<file path="src/rtl/mlic_pkg.sv">
// Constants, field layout and vector table of the multilevel interrupt controller
package mlic_pkg;

    // ------------------------------------------------------------
    // Vector addresses (program word addresses)
    // ------------------------------------------------------------
    localparam int          MLIC_VEC_W                = 16;
    localparam logic [15:0] MLIC_RESET_VECTOR         = 16'h0000;
    localparam logic [15:0] MLIC_OSC_FAIL_VECTOR      = 16'h0002;
    localparam logic [15:0] MLIC_FIRST_PORT_IRQ_BASE  = 16'h0004;
    localparam logic [15:0] MLIC_FIRST_TIMER_IRQ_BASE = 16'h001C;
    localparam logic [15:0] MLIC_FIRST_SPI_IRQ_VECTOR = 16'h0030;
    localparam int          MLIC_NUM_BASES            = 24;
    localparam logic [15:0] MLIC_BASE_TABLE [MLIC_NUM_BASES] = '{
        MLIC_FIRST_PORT_IRQ_BASE, 16'h0008, 16'h0014, 16'h0018, MLIC_FIRST_TIMER_IRQ_BASE, 16'h0028,
        MLIC_FIRST_SPI_IRQ_VECTOR, 16'h0032, 16'h0040, 16'h0044, 16'h0056, 16'h005A,
        16'h005E, 16'h0074, 16'h0080, 16'h0084, 16'h0088, 16'h008E,
        16'h009A, 16'h00AE, 16'h00B0, 16'h00B6, 16'h00D0, 16'h00D8
    };

    // ------------------------------------------------------------
    // Register map (byte offsets)
    // ------------------------------------------------------------
    localparam int          MLIC_ADDR_W     = 12;
    localparam logic [11:0] MLIC_CTRL_OFS   = 12'h000;
    localparam logic [11:0] MLIC_STATUS_OFS = 12'h004;
    localparam logic [11:0] MLIC_LAST_OFS   = 12'h008;
    localparam logic [11:0] MLIC_SRC_OFS    = 12'h040;

    // Control register fields
    localparam int          MLIC_CTRL_RR_BIT    = 0;
    localparam int          MLIC_CTRL_BOOT_BIT  = 1;
    localparam int          MLIC_CTRL_LVLEN_LSB = 2;
    localparam int          MLIC_CTRL_W         = 5;
    localparam logic [4:0]  MLIC_CTRL_RST       = 5'h00;

    // Per-source configuration fields
    localparam int          MLIC_SRC_LVL_LSB  = 0;
    localparam int          MLIC_SRC_BASE_LSB = 2;
    localparam int          MLIC_SRC_BASE_W   = 5;
    localparam int          MLIC_SRC_OFF_LSB  = 8;
    localparam int          MLIC_SRC_OFF_W    = 8;
    localparam int          MLIC_SRC_W        = 16;
    localparam logic [15:0] MLIC_SRC_RST      = 16'h0000;

    // Status register fields
    localparam int          MLIC_STAT_LVL_LSB = 4;
    localparam int          MLIC_STAT_REQ_BIT = 7;

    // ------------------------------------------------------------
    // Levels and ranks
    // ------------------------------------------------------------
    typedef enum logic [1:0] {
        MLIC_LVL_OFF  = 2'b00,
        MLIC_LVL_LOW  = 2'b01,
        MLIC_LVL_MED  = 2'b10,
        MLIC_LVL_HIGH = 2'b11
    } mlic_level_type;

    localparam logic [2:0] MLIC_RANK_NONE = 3'h0;
    localparam logic [2:0] MLIC_RANK_LOW  = 3'h1;
    localparam logic [2:0] MLIC_RANK_MED  = 3'h2;
    localparam logic [2:0] MLIC_RANK_HIGH = 3'h3;
    localparam logic [2:0] MLIC_RANK_NMI  = 3'h4;

    // Arbitration key: inverted level, round-robin demotion, vector
    localparam int MLIC_KEY_W = 19;

endpackage

</file>
<file path="src/rtl/mlic_prio_pick.sv">
// Smallest-key picker over all eligible interrupt sources
module mlic_prio_pick #(
    parameter int NUM   = 16,
    parameter int KEY_W = 19,
    parameter int IDX_W = 4
) (
    input  wire logic [NUM-1:0]            reqValid,
    input  wire logic [NUM-1:0][KEY_W-1:0] reqKey,
    output wire logic                      anyValid,
    output wire logic [IDX_W-1:0]          bestIdx,
    output wire logic [KEY_W-1:0]          bestKey
);

    wire [NUM:0]            chainValid;
    wire [NUM:0][KEY_W-1:0] chainKey;
    wire [NUM:0][IDX_W-1:0] chainIdx;

    assign chainValid[0] = 1'b0;
    assign chainKey[0]   = '1;
    assign chainIdx[0]   = '0;

    genvar g;
    generate
        for (g = 0; g < NUM; g++) begin : gen_stage
            // Strict compare: on equal keys the lower index keeps the grant
            wire take = reqValid[g] && (!chainValid[g] || reqKey[g] < chainKey[g]);
            assign chainValid[g+1] = chainValid[g] | reqValid[g];
            assign chainKey[g+1]   = take ? reqKey[g] : chainKey[g];
            assign chainIdx[g+1]   = take ? IDX_W'(g) : chainIdx[g];
        end
    endgenerate

    assign anyValid = chainValid[NUM];
    assign bestKey  = chainKey[NUM];
    assign bestIdx  = chainIdx[NUM];

endmodule

</file>
<file path="src/rtl/mlic_multilevel_irq_ctrl.sv">
// Multilevel interrupt controller with APB configuration and CPU vector steering
// Functional notes
// - Every source has its own configuration word and its own vector.
// - A source configured with a level raises a request while its request input is high.
// - Each source is assigned low, medium or high level, each level gated by its own enable.
// - A medium request is offered to the CPU while only low-level handlers are in service.
// - A high request is offered while medium or low handlers are in service.
// - Among requests of the same level the smallest vector is granted first.
// - An optional round-robin scheme rotates service among low-level sources.
// - The oscillator-failure interrupt is non-maskable and ranks above all levels.
// - On CPU acknowledge the program counter load carries the granted vector.
// - A vector is the peripheral base address plus the interrupt offset.
// - All vectors are program word addresses.
// - The vector table sits in the application or boot area by a control bit.
// - The reset entry is word 0x000 and the oscillator-failure vector is word 0x002.
// - Peripheral bases are fixed word addresses from a constant table.
module mlic_multilevel_irq_ctrl #(
    parameter int          NUM_SRC   = 16,
    parameter logic [15:0] BOOT_BASE = 16'h8000
) (
    input  wire logic                   ref_clk,
    input  wire logic                   nrst,
    input  wire logic                   psel,
    input  wire logic                   penable,
    input  wire logic                   pwrite,
    input  wire logic [11:0]            paddr,
    input  wire logic [31:0]            pwdata,
    output logic      [31:0]            prdata,
    output logic                        pready,
    output logic                        pslverr,
    input  wire logic [NUM_SRC-1:0]     srcReq,
    input  wire logic                   oscFailReq,
    output logic                        irqReq,
    output logic      [2:0]             irqLevel,
    output logic      [15:0]            irqVector,
    input  wire logic                   cpuAck,
    input  wire logic                   cpuReti,
    output logic                        pcLoad,
    output logic      [15:0]            pcVector
);

    localparam int IDX_W = (NUM_SRC > 1) ? $clog2(NUM_SRC) : 1;
    localparam int KEY_W = mlic_pkg::MLIC_KEY_W;

    // ------------------------------------------------------------
    // APB slave
    // ------------------------------------------------------------
    logic                        pready_ff;
    logic [31:0]                 prdata_ff;
    logic                        pslverr_ff;
    logic [mlic_pkg::MLIC_CTRL_W-1:0] ctrl_ff;
    logic [mlic_pkg::MLIC_SRC_W-1:0]  srcCfg_ff [NUM_SRC];
    logic [3:0]                  inService_ff;
    logic                        irqReq_ff;
    logic [2:0]                  irqLevel_ff;
    logic [15:0]                 irqVector_ff;
    logic [15:0]                 grantVec_ff;
    logic [15:0]                 rrLastVec_ff;
    logic [15:0]                 lastVec_ff;
    logic                        pcLoad_ff;
    logic [15:0]                 pcVector_ff;

    wire        apbAccess = psel & penable;
    wire        apbDone   = apbAccess & pready_ff;
    wire        apbWrite  = apbDone & pwrite;
    wire        apbFirst  = apbAccess & ~pready_ff;
    wire [11:0] srcOff    = paddr - mlic_pkg::MLIC_SRC_OFS;
    wire        hitCtrl   = paddr == mlic_pkg::MLIC_CTRL_OFS;
    wire        hitStatus = paddr == mlic_pkg::MLIC_STATUS_OFS;
    wire        hitLast   = paddr == mlic_pkg::MLIC_LAST_OFS;
    wire        hitSrc    = (paddr >= mlic_pkg::MLIC_SRC_OFS) && (paddr[1:0] == 2'h0) &&
                            (int'(srcOff[11:2]) < NUM_SRC);
    wire        mapped    = hitCtrl | hitStatus | hitLast | hitSrc;
    wire [IDX_W-1:0] srcIdx = srcOff[IDX_W+1:2];

    wire        rrEnable  = ctrl_ff[mlic_pkg::MLIC_CTRL_RR_BIT];
    wire        bootSel   = ctrl_ff[mlic_pkg::MLIC_CTRL_BOOT_BIT];
    wire [2:0]  lvlEnable = ctrl_ff[mlic_pkg::MLIC_CTRL_LVLEN_LSB +: 3];

    wire [31:0] statusWord = {24'h000000, irqReq_ff, irqLevel_ff, inService_ff};
    wire [31:0] readMux    = hitCtrl   ? {27'h0000000, ctrl_ff} :
                             hitStatus ? statusWord :
                             hitLast   ? {16'h0000, lastVec_ff} :
                             hitSrc    ? {16'h0000, srcCfg_ff[srcIdx]} : 32'h00000000;

    // One wait state so read data and error come straight from flops
    wire        nxt_pready  = apbFirst;
    wire [31:0] nxt_prdata  = apbFirst ? (pwrite ? 32'h00000000 : readMux) : 32'h00000000;
    wire        nxt_pslverr = apbFirst & ~mapped;

    always_ff @(posedge ref_clk or negedge nrst) begin
        if (!nrst) begin
            pready_ff  <= 1'b0;
            prdata_ff  <= 32'h00000000;
            pslverr_ff <= 1'b0;
        end else begin
            pready_ff  <= nxt_pready;
            prdata_ff  <= nxt_prdata;
            pslverr_ff <= nxt_pslverr;
        end
    end

    always_ff @(posedge ref_clk or negedge nrst) begin
        if (!nrst) begin
            ctrl_ff <= mlic_pkg::MLIC_CTRL_RST;
        end else if (apbWrite && hitCtrl) begin
            ctrl_ff <= pwdata[mlic_pkg::MLIC_CTRL_W-1:0];
        end
    end

    // ------------------------------------------------------------
    // Per-source configuration and arbitration keys
    // ------------------------------------------------------------
    wire [NUM_SRC-1:0]            srcElig;
    wire [NUM_SRC-1:0]            srcIsMed;
    wire [NUM_SRC-1:0]            srcIsHigh;
    wire [NUM_SRC-1:0][15:0]      srcVec;
    wire [NUM_SRC-1:0][KEY_W-1:0] srcKey;
    wire [2:0]                    topRank;

    genvar g;
    generate
        for (g = 0; g < NUM_SRC; g++) begin : gen_src
            wire [1:0] lvl   = srcCfg_ff[g][mlic_pkg::MLIC_SRC_LVL_LSB +: 2];
            wire [4:0] bsel  = srcCfg_ff[g][mlic_pkg::MLIC_SRC_BASE_LSB +: mlic_pkg::MLIC_SRC_BASE_W];
            wire [7:0] off   = srcCfg_ff[g][mlic_pkg::MLIC_SRC_OFF_LSB +: mlic_pkg::MLIC_SRC_OFF_W];
            wire [15:0] base = (int'(bsel) < mlic_pkg::MLIC_NUM_BASES) ?
                               mlic_pkg::MLIC_BASE_TABLE[bsel] : 16'h0000;
            wire       isOn  = lvl != mlic_pkg::MLIC_LVL_OFF;
            wire       lvlOk = isOn && lvlEnable[lvl - 2'h1];
            wire       rrDemote = rrEnable && (lvl == mlic_pkg::MLIC_LVL_LOW) &&
                                  (srcVec[g] <= rrLastVec_ff);

            always_ff @(posedge ref_clk or negedge nrst) begin
                if (!nrst) begin
                    srcCfg_ff[g] <= mlic_pkg::MLIC_SRC_RST;
                end else if (apbWrite && hitSrc && srcIdx == IDX_W'(g)) begin
                    srcCfg_ff[g] <= pwdata[mlic_pkg::MLIC_SRC_W-1:0];
                end
            end

            // Word address: base and offset add without scaling
            assign srcVec[g]    = base + {8'h00, off};
            // Only a level above the running handler may request
            assign srcElig[g]   = srcReq[g] && lvlOk && ({1'b0, lvl} > topRank);
            assign srcIsMed[g]  = srcElig[g] && (lvl == mlic_pkg::MLIC_LVL_MED);
            assign srcIsHigh[g] = srcElig[g] && (lvl == mlic_pkg::MLIC_LVL_HIGH);
            // Higher level first, then round-robin group, then vector
            assign srcKey[g]    = {~lvl, rrDemote, srcVec[g]};
        end
    endgenerate

    // ------------------------------------------------------------
    // Grant selection
    // ------------------------------------------------------------
    wire                 anyValid;
    wire [IDX_W-1:0]     bestIdx;
    wire [KEY_W-1:0]     bestKey;

    mlic_prio_pick #(
        .NUM   (NUM_SRC),
        .KEY_W (KEY_W),
        .IDX_W (IDX_W)
    ) u_pick (
        .reqValid (srcElig),
        .reqKey   (srcKey),
        .anyValid (anyValid),
        .bestIdx  (bestIdx),
        .bestKey  (bestKey)
    );

    assign topRank = inService_ff[3] ? mlic_pkg::MLIC_RANK_NMI  :
                     inService_ff[2] ? mlic_pkg::MLIC_RANK_HIGH :
                     inService_ff[1] ? mlic_pkg::MLIC_RANK_MED  :
                     inService_ff[0] ? mlic_pkg::MLIC_RANK_LOW  : mlic_pkg::MLIC_RANK_NONE;
    wire [3:0] topMask = inService_ff[3] ? 4'h8 :
                         inService_ff[2] ? 4'h4 :
                         inService_ff[1] ? 4'h2 :
                         inService_ff[0] ? 4'h1 : 4'h0;

    // Non-maskable: ignores level enables, blocked only by its own handler
    wire        nmiElig   = oscFailReq && !inService_ff[3];
    wire        candValid = nmiElig | anyValid;
    wire [2:0]  candRank  = nmiElig ? mlic_pkg::MLIC_RANK_NMI : {1'b0, ~bestKey[KEY_W-1 -: 2]};
    wire [15:0] candVec   = nmiElig ? mlic_pkg::MLIC_OSC_FAIL_VECTOR : bestKey[15:0];
    wire [15:0] candPc    = bootSel ? (BOOT_BASE + candVec) : candVec;
    wire        anyMed    = |srcIsMed;
    wire        anyHigh   = |srcIsHigh;

    // ------------------------------------------------------------
    // CPU handshake and in-service tracking
    // ------------------------------------------------------------
    wire        ackTaken   = cpuAck & irqReq_ff;
    wire [3:0]  ackMask    = ackTaken ? (4'h1 << (irqLevel_ff - 3'h1)) : 4'h0;
    wire [3:0]  retiMask   = cpuReti ? topMask : 4'h0;
    // Return clears first, so an ack in the same cycle still sets its bit
    wire [3:0]  nxt_inService = (inService_ff & ~retiMask) | ackMask;
    // Request is withheld the cycle after a service change; it was ranked on stale state
    wire        nxt_irqReq    = candValid && !cpuAck && !cpuReti;
    wire        nxt_pcLoad    = ackTaken;
    wire [15:0] nxt_pcVector  = ackTaken ? irqVector_ff : pcVector_ff;
    wire [15:0] nxt_rrLastVec = (ackTaken && irqLevel_ff == mlic_pkg::MLIC_RANK_LOW) ?
                                grantVec_ff : rrLastVec_ff;

    always_ff @(posedge ref_clk or negedge nrst) begin
        if (!nrst) begin
            inService_ff <= 4'h0;
            irqReq_ff    <= 1'b0;
            irqLevel_ff  <= mlic_pkg::MLIC_RANK_NONE;
            irqVector_ff <= mlic_pkg::MLIC_RESET_VECTOR;
            grantVec_ff  <= mlic_pkg::MLIC_RESET_VECTOR;
        end else begin
            inService_ff <= nxt_inService;
            irqReq_ff    <= nxt_irqReq;
            irqLevel_ff  <= candRank;
            irqVector_ff <= candPc;
            grantVec_ff  <= candVec;
        end
    end

    always_ff @(posedge ref_clk or negedge nrst) begin
        if (!nrst) begin
            pcLoad_ff    <= 1'b0;
            pcVector_ff  <= mlic_pkg::MLIC_RESET_VECTOR;
            rrLastVec_ff <= 16'h0000;
            lastVec_ff   <= mlic_pkg::MLIC_RESET_VECTOR;
        end else begin
            pcLoad_ff    <= nxt_pcLoad;
            pcVector_ff  <= nxt_pcVector;
            rrLastVec_ff <= nxt_rrLastVec;
            lastVec_ff   <= nxt_pcVector;
        end
    end

    assign prdata    = prdata_ff;
    assign pready    = pready_ff;
    assign pslverr   = pslverr_ff;
    assign irqReq    = irqReq_ff;
    assign irqLevel  = irqLevel_ff;
    assign irqVector = irqVector_ff;
    assign pcLoad    = pcLoad_ff;
    assign pcVector  = pcVector_ff;
endmodule

</file>
<file path="config.mk">
export PLATFORM = sky130hd
export DESIGN_NAME = mlic_multilevel_irq_ctrl
export DESIGN_NICKNAME = d
export VERILOG_FILES = /design/src/rtl/mlic_pkg.sv /design/src/rtl/mlic_prio_pick.sv /design/src/rtl/mlic_multilevel_irq_ctrl.sv
export SDC_FILE = /design/constraint.sdc
export NUM_CORES = 2
export LEC_CHECK = 0
export BUFFER_PORTS_ARGS = -buffer_cell sky130_fd_sc_hd__buf_2
export CORE_MARGIN = 4
export CORE_UTILIZATION = 51
export DETAILED_ROUTE_END_ITERATION = 7
export GPL_TIMING_DRIVEN = 0
export HOLD_SLACK_MARGIN = 0.1
export PLACE_DENSITY = 0.76
export SYNTH_ARGS = -nofsm -noshare
export SYNTH_HDL_FRONTEND = slang
export SYNTH_SLANG_ARGS = --single-unit
</file>
<file path="constraint.sdc">
create_clock -name ref_clk -period 40.3 [get_ports ref_clk]
set_clock_uncertainty 0.1 [all_clocks]
set_input_delay 8.06 -clock ref_clk [delete_from_list [all_inputs] [get_ports ref_clk]]
set_output_delay 8.06 -clock ref_clk [all_outputs]
set_load 0.005 [all_outputs]
</file>
# After elaboration in Yosys (flattened, before gate mapping)
# Memory sizes are Yosys's and may differ from the RTL's.
# Cells that the tools add are included.
word_totals:
  word_cells: 565
  latch_bits: 0
  register_bits: 352
  memories: 16
  inputBits: 68
  mem_bits_rw: 0
  romBits: 8192
memory_table:
  columns: ["name", "words", "width", "read_ports", "rd_ports_with_merged_regs", "write_ports", "line", "text"]
  rows:
  - ["(no name shown)", 32, 16, 1, 0, 0, "mlic_multilevel_irq_ctrl.sv:128", "mlic_pkg::MLIC_BASE_TABLE[bsel] : 16'h0000;"]
  - ["(no name shown)", 32, 16, 1, 0, 0, "mlic_multilevel_irq_ctrl.sv:128", null]
  - ["(no name shown)", 32, 16, 1, 0, 0, "mlic_multilevel_irq_ctrl.sv:128", null]
  - ["(no name shown)", 32, 16, 1, 0, 0, "mlic_multilevel_irq_ctrl.sv:128", null]
  - ["(no name shown)", 32, 16, 1, 0, 0, "mlic_multilevel_irq_ctrl.sv:128", null]
  - ["(no name shown)", 32, 16, 1, 0, 0, "mlic_multilevel_irq_ctrl.sv:128", null]
  - ["10 more memories", null, null, null, null, null, null, null]
classes:
  n_bitwise: 64
  n_reduce_logical: 171
  n_shift: 1
  n_lt_le_gt_ge: 98
  n_mux: 118
  mul: 0
  add_sub_neg: 35
  div: 0
  eq_ne: 34
ops:
  columns: ["op", "n"]
  rows:
  - ["$mux W16", 58]
  - ["$mux W19", 16]
  - ["$lt A19 B19 Y1", 15]
  - ["$add A16 B8 Y16", 16]
  - ["$le A16 B16 Y1", 16]
  - ["$logic_and A1 B1 Y1", 119]
  - ["$ge A6 B6 Y1 const B", 16]
  - ["$not A5 Y6", 16]
  - ["$lt A5 B5 Y1 const B", 16]
  - ["$bmux W16 S4", 1]
  - ["$gt A2 B3 Y1", 16]
  - ["$lt A2 B3 Y1 const B", 16]
  - ["$not A2 Y2", 17]
  - ["$bmux W1 S2", 16]
  - ["$eq A2 B1 Y1 const B", 16]
  - ["$eq A4 B4 Y1 const B", 8]
  - ["$reduce_bool A2 Y1", 16]
  - ["$sub A2 B1 Y2 const B", 16]
  - ["$or A1 B1 Y1", 19]
  - ["$logic_not A1 Y1", 18]
  - ["$mux W1", 18]
  - ["$add A16 B16 Y16 const A", 1]
  - ["$eq A4 B3 Y1 const B", 4]
  - ["$logic_or A1 B1 Y1", 15]
  - ["other kinds (23)", 36]

# Depth between registers and ports, before layout
logic_depth:
  depth_word: 72
  ltp_mapped: 214
  mapped_depth_nobuf: 197

# Hierarchy
# From an unflattened synthesis, not the netlist that was laid out.
unflattened:
  cells_unflattened: 4683
  hier_area_um2: 40557.6
by_module_without_submodules:
  columns: ["module", "cells_per_inst", "instances", "area_per_inst_um2", "seq_area_each_um2"]
  rows:
  - ["mlic_multilevel_irq_ctrl", 2994, 1, 29170.5, 8433.1]
  - ["mlic_prio_pick", 1689, 1, 11387.2, 0.0]

# Worst setup path before layout
# No wires, ideal clock.
synth_path:
  path_type: "input-to-reg"
  from: "input srcReq[0]"
  to: "register irqVector_ff[6] (netlist: irqVector[6])"
  setup_ns: 0.122
  path_stages: 185
  n_path_buf: 18
  arrival_ns: 41.880
  required_ns: 40.078
  slack_ns: -1.802
  path_cell_list: "or3b_1 -> a311o_1 -> or2_0 -> clkbuf_1 -> a31oi_1 -> ha_1 -> o21ai_0 -> o2bb2ai_1 -> or3_1 -> o21ai_1 -> buf_2 -> clkbuf_1 -> nor2_1 -> a21oi_1 -> inv_1 -> ha_1 -> nand3_1 -> o221ai_1 -> [149 not listed] -> or3_1 -> nor3_1 -> a311oi_1 -> buf_2 -> mux2i_1 -> ha_1 -> a21o_1 -> a21oi_1 -> nor2b_1 -> o21ai_0 -> nand2b_1 -> a221oi_1 -> o21ai_0 -> a21oi_1 -> a21oi_1 -> or3_1 -> buf_2 -> a32o_1"
synth_between:
  elab_chain_cells: 66
  word_cells_on_any_way: 95
  cone_classes: "add/sub: 1; order compare: 15; mux: 18; bitwise: 14; reduce/logical: 47"
synth_lines:
  columns: ["item", "line", "text"]
  rows:
  - ["start: declaration", "mlic_multilevel_irq_ctrl.sv:31", "input wire logic [NUM_SRC-1:0] srcReq,"]
  - ["$logic_and A1 B1 Y1 (*) (2 in a row)", "mlic_multilevel_irq_ctrl.sv:145", "assign srcElig[g] = srcReq[g] && lvlOk && ({1'b0, lvl} > topRank);"]
  - ["$mux W19", "mlic_prio_pick.sv:28", "assign chainKey[g+1] = take ? reqKey[g] : chainKey[g];"]
  - ["$lt A19 B19 Y1", "mlic_prio_pick.sv:26", "wire take = reqValid[g] && (!chainValid[g] || reqKey[g] < chainKey[g]);"]
  - ["$logic_or A1 B1 Y1", "mlic_prio_pick.sv:26", null]
  - ["$logic_and A1 B1 Y1", "mlic_prio_pick.sv:26", null]
  - ["$mux W19", "mlic_prio_pick.sv:28", null]
  - ["$lt A19 B19 Y1", "mlic_prio_pick.sv:26", null]
  - ["$logic_or A1 B1 Y1", "mlic_prio_pick.sv:26", null]
  - ["[50 not listed]", null, null]
  - ["$lt A19 B19 Y1", "mlic_prio_pick.sv:26", null]
  - ["$logic_or A1 B1 Y1", "mlic_prio_pick.sv:26", null]
  - ["$logic_and A1 B1 Y1", "mlic_prio_pick.sv:26", null]
  - ["$mux W19 (*)", "mlic_prio_pick.sv:28", null]
  - ["$mux W16 (*)", "mlic_multilevel_irq_ctrl.sv:185", "wire [15:0] candVec = nmiElig ? mlic_pkg::MLIC_OSC_FAIL_VECTOR : bestKey[15:0];"]
  - ["$add A16 B16 Y16", "mlic_multilevel_irq_ctrl.sv:186", "wire [15:0] candPc = bootSel ? (BOOT_BASE + candVec) : candVec;"]
  - ["$mux W16 (*)", "mlic_multilevel_irq_ctrl.sv:186", null]
  - ["named net candPc[6]", "mlic_multilevel_irq_ctrl.sv:186", null]
  - ["end signal: assignment", "mlic_multilevel_irq_ctrl.sv:210", "irqVector_ff <= mlic_pkg::MLIC_RESET_VECTOR;"]
  - ["end signal: assignment", "mlic_multilevel_irq_ctrl.sv:216", "irqVector_ff <= candPc;"]
  - ["end: declaration", "mlic_multilevel_irq_ctrl.sv:56", "logic [15:0] irqVector_ff;"]
# Mark *: on every way through the listed nets, which the timed path passes. The rest lies on a longest branch.
# A chain may end at the register's enable or synchronous reset.

# Final worst setup path
layout_path:
  from: "input srcReq[0]"
  to: "register irqVector_ff[7] (netlist: irqVector[7])"
# Same word-level chain as after synthesis.

==> impl_metrics.py <==
metrics = {
    "outcome": {
        "status": "finished with violations",
        "violations": "max-capacitance violations, max-slew violations, negative setup slack",
    },
    "worst_hold_path": {
        "min_path_type": "flip-flop to flip-flop",
        "min_from": "pready",
    },
    "worst_setup_path": {
        "timing.rr.start": "gen_src[0].bsel[4]",
        "crit_path_end_kind": "flip-flop",
        "cp_common_cell": "a21oi_2",
        "worstSetupStartpoint": "srcReq[0]",
        "slowest_delay_ns": 0.51,
        "crit_family": "compound AO/OA/AOI/OAI gates",
        "critPathLaunchType": "input port",
        "worst_ep_required_time_ns": 40.62,
        "worstSetupPathType": "input port to flip-flop",
        "critPathSlowestCell": "o311ai_1",
        "cp.arrival_ns": 40.74,
        "cp_num_buf_inv": 33,
        "crit_fanout": 10,
    },
    "place": {
        "hpwl_um": 97600,
        "gp_congestion": 1.01,
        "dpl.cell_count": 5047,
        "placedInstanceArea_um2": 37300,
        "port_buffers": 99,
    },
    "timing": {
        "rsz0062_at_grt": "yes",
        "timing.hold.ws_ns": 0.405,
        "fmax_mhz": 24.7,
        "worstMarginPinSlew_ns": 1.57,
        "drv_slew": 43,
        "post-route-min-period_ns": 40.41,
        "fin_ws_ns": -0.115,
        "hold_viol_final": 0,
        "maxSlewHeadroom": -0.0725,
        "min_period_over_period": 1.00,
        "setup_viol": 10,
    },
    "synth": {
        "yosys.area.top_type_share": 0.227,
        "ys_ff_latch": 320,
        "synth_commonest_cells": "ha_1, o21ai_0, nand2_1",
        "ys_seq_area_frac": 0.227,
        "yosysMostFrequentCell": "ha_1",
        "synth_edf_count": 0,
        "synth_area_leaders": "dfrtp_1, ha_1, mux2_2, o21ai_0, mux4_2",
        "ys_warn_count": 0,
        "avgSynthCellArea_um2": 8.83,
        "synth_top_area_cell": "dfrtp_1",
        "ys.flop_type": "dfrtp_1",
        "synthDistinctLibCells": 105,
        "ys_async_sr_fraction": 1.00,
        "netlist_area_um2": 35300,
        "syn_inst": 3995,
    },
    "routing": {
        "firstDrtPassIters": 6,
        "viasPerCell": 6.54,
        "drc": 0,
        "antenna_left": 0,
        "wl_per_cell_um": 25.2,
        "drtIter0Drc": 4075,
        "drt_wl_total_um": 133000,
        "num_vias": 34400,
    },
    "pwr": {
        "ir_drop_mv": 0.0341,
        "cellLeakagePower_uw": 0.0200,
        "power_per_cell_area_nw_per_um2": 17.9,
    },
    "cells_and_area": {
        "fin_cells": 5269,
        "drive_above_1_share": 0.227,
        "multi_input_area_um2": 27400,
        "areaGrowthSynthToFinish_pct": 18.3,
        "fill_cells": 5644,
        "regArea_um2": 8010,
        "fin_area_um2": 41800,
        "post-route-util": 0.609,
        "fin_nets": 4974,
    },
    "grt": {
        "grt_max_degree": 113,
        "grt_pass1_vias": 31600,
        "grt_pass1_wl_um": 191000,
        "antenna_found_initial": 9,
        "grt-ovfl-total": 0,
        "grt_usage": 0.337,
    },
    "cts": {
        "clk_path_buf_depth": 3,
        "numCtsBuffers": 36,
        "insertion_delay_ns": 0.56,
        "htreeDepth": 2,
        "cts_root_buf": "clkbuf_16",
        "clock_sinks": 320,
        "clkTransAtPathRegs_ns": 0.06,
        "cts_tree": "built",
        "cts_hold_buf": 0,
    },
    "floorplan": {
        "io-pin-count": 139,
        "fp.dieW_um": 271,
        "core-area_um2": 68600,
        "dieHeight_um": 271,
        "start_util": 0.515,
        "row_count": 96,
        "dieArea_um2": 73500,
    },
    "run": {
        "maxCapViolCount": 5,
    },
}
path summary, 6_finish.rpt:
kind	to	cells after the start	slack, ns
setup / recovery	irqVector[7]	176	-0.11
hold / removal	pready	1	0.40
setup reg to reg	irqVector[7]	189	4.01
hold reg to reg	pready	1	0.40
max in group asynchronous	gen_src[11].lvl[1]	2	31.50
min in group asynchronous	gen_src[1].bsel[0]	1	7.41
power breakdown:
part	total [µW]	switching, µW	internal, µW
logic	63.7	41.8	21.9
clock network	352	146	206
registers	329	4.39	325
total	746	193	553
routing by layer:
| metal | routed length, µm | up-vias | track usage |
|---|---|---|---|
| met1 | 50500 | 16500 | 0.442 |
| met2 | 56900 | 2151 | 0.504 |
| met5 | 13 | - | 0 |
| met4 | 9840 | 2 | 0.200 |
| li1 | - | 15200 | - |
| met3 | 15500 | 513 | 0.0830 |
layout make-up:
cell class                      instances  area share
Timing Repair Buffer                  260      0.0469
Tap cell                              931      0.0279
Multi-Input combinational cell       3227       0.655
Clock buffer                           46      0.0244
Inverter                              272      0.0246
Clock inverter                         17     0.00515
Buffer                                191      0.0238
Antenna cell                            5    0.000300
Sequential cell                       320       0.192
registers in the layout (all words and copies together), names as in the netlist, 3 cells and up:
name	count
ctrl_ff	5
rrLastVec_ff	10
irqLevel	3
irqVector	11
gen_src.bsel	80
pcVector	11
gen_src.off	128
gen_src.lvl	32
srcCfg_ff	16
prdata	16
inService_ff	4
through the flow:
stage | TNS, ns | worst slack (ns) | power [µW]
6_report | -0.563 | -0.115 | 746
5_1_grt | -11.73 | -1.12 | 762
4_1_cts | 0 | 0.0233 | 741
3_5_place_dp | -65.73 | -6.04 | 395
3_3_place_gp | -62.10 | -5.74 | 393
2_1_floorplan | 0 | 0.0480 | 360
worst reg2reg max path, delay by kind of cell (launching register included):
| family | cells | cell delay (ns) |
|---|---|---|
| compound gates | 81 | 15.51 |
| simple gates | 49 | 8.04 |
| buf+inv | 33 | 4.79 |
| fa+ha+maj | 18 | 4.77 |
| mux | 7 | 2.26 |
| flops | 1 | 0.39 |
| xor+xnor | 1 | 0.33 |
cells by family after synthesis:
| logic type | count (synthesis) | synth area share |
|---|---|---|
| flip-flops | 320 | 0.227 |
| AND/OR/NAND/NOR | 979 | 0.131 |
| other | 1 | 0.000106 |
| adder cells (fa/ha/maj) | 599 | 0.216 |
| buffers and inverters | 463 | 0.0528 |
| AO/OA/AOI/OAI | 1175 | 0.210 |
| XOR/XNOR | 82 | 0.0203 |
| multiplexers | 376 | 0.143 |
placed cells by master, fill, tap and decap left out, drive strengths merged, types with 16 or more instances in the layout:
master,netlist,routed
nor2,231,231
mux2i,65,65
nand3,58,58
nor3,56,56
mux4,80,80
o21bai,61,61
nand2b,99,99
o211ai,16,16
a31oi,20,20
o22ai,47,47
mux2,231,231
o31ai,17,17
nor2b,71,71
buf,59,318
o311a,17,17
o21a,44,44
fa,16,16
a211oi,60,60
a21oi,307,307
nor4,17,17
nand2,340,340
xnor2,69,69
o21ai,372,372
a21o,55,55
inv,270,270
nand4,33,33
clkbuf,132,179
ha,582,582
conb,1,16
dfrtp,320,320
timing repair:
item / 4_1_cts / 5_1_grt
pin swaps: 43 / 162
gates resized for setup: 171 / 288
endpoints found under the setup margin: 11 / 11
buffers inserted: 66 / 79
cloned: 4 / 7
Note: power is estimated with default switching activity, not from simulation.
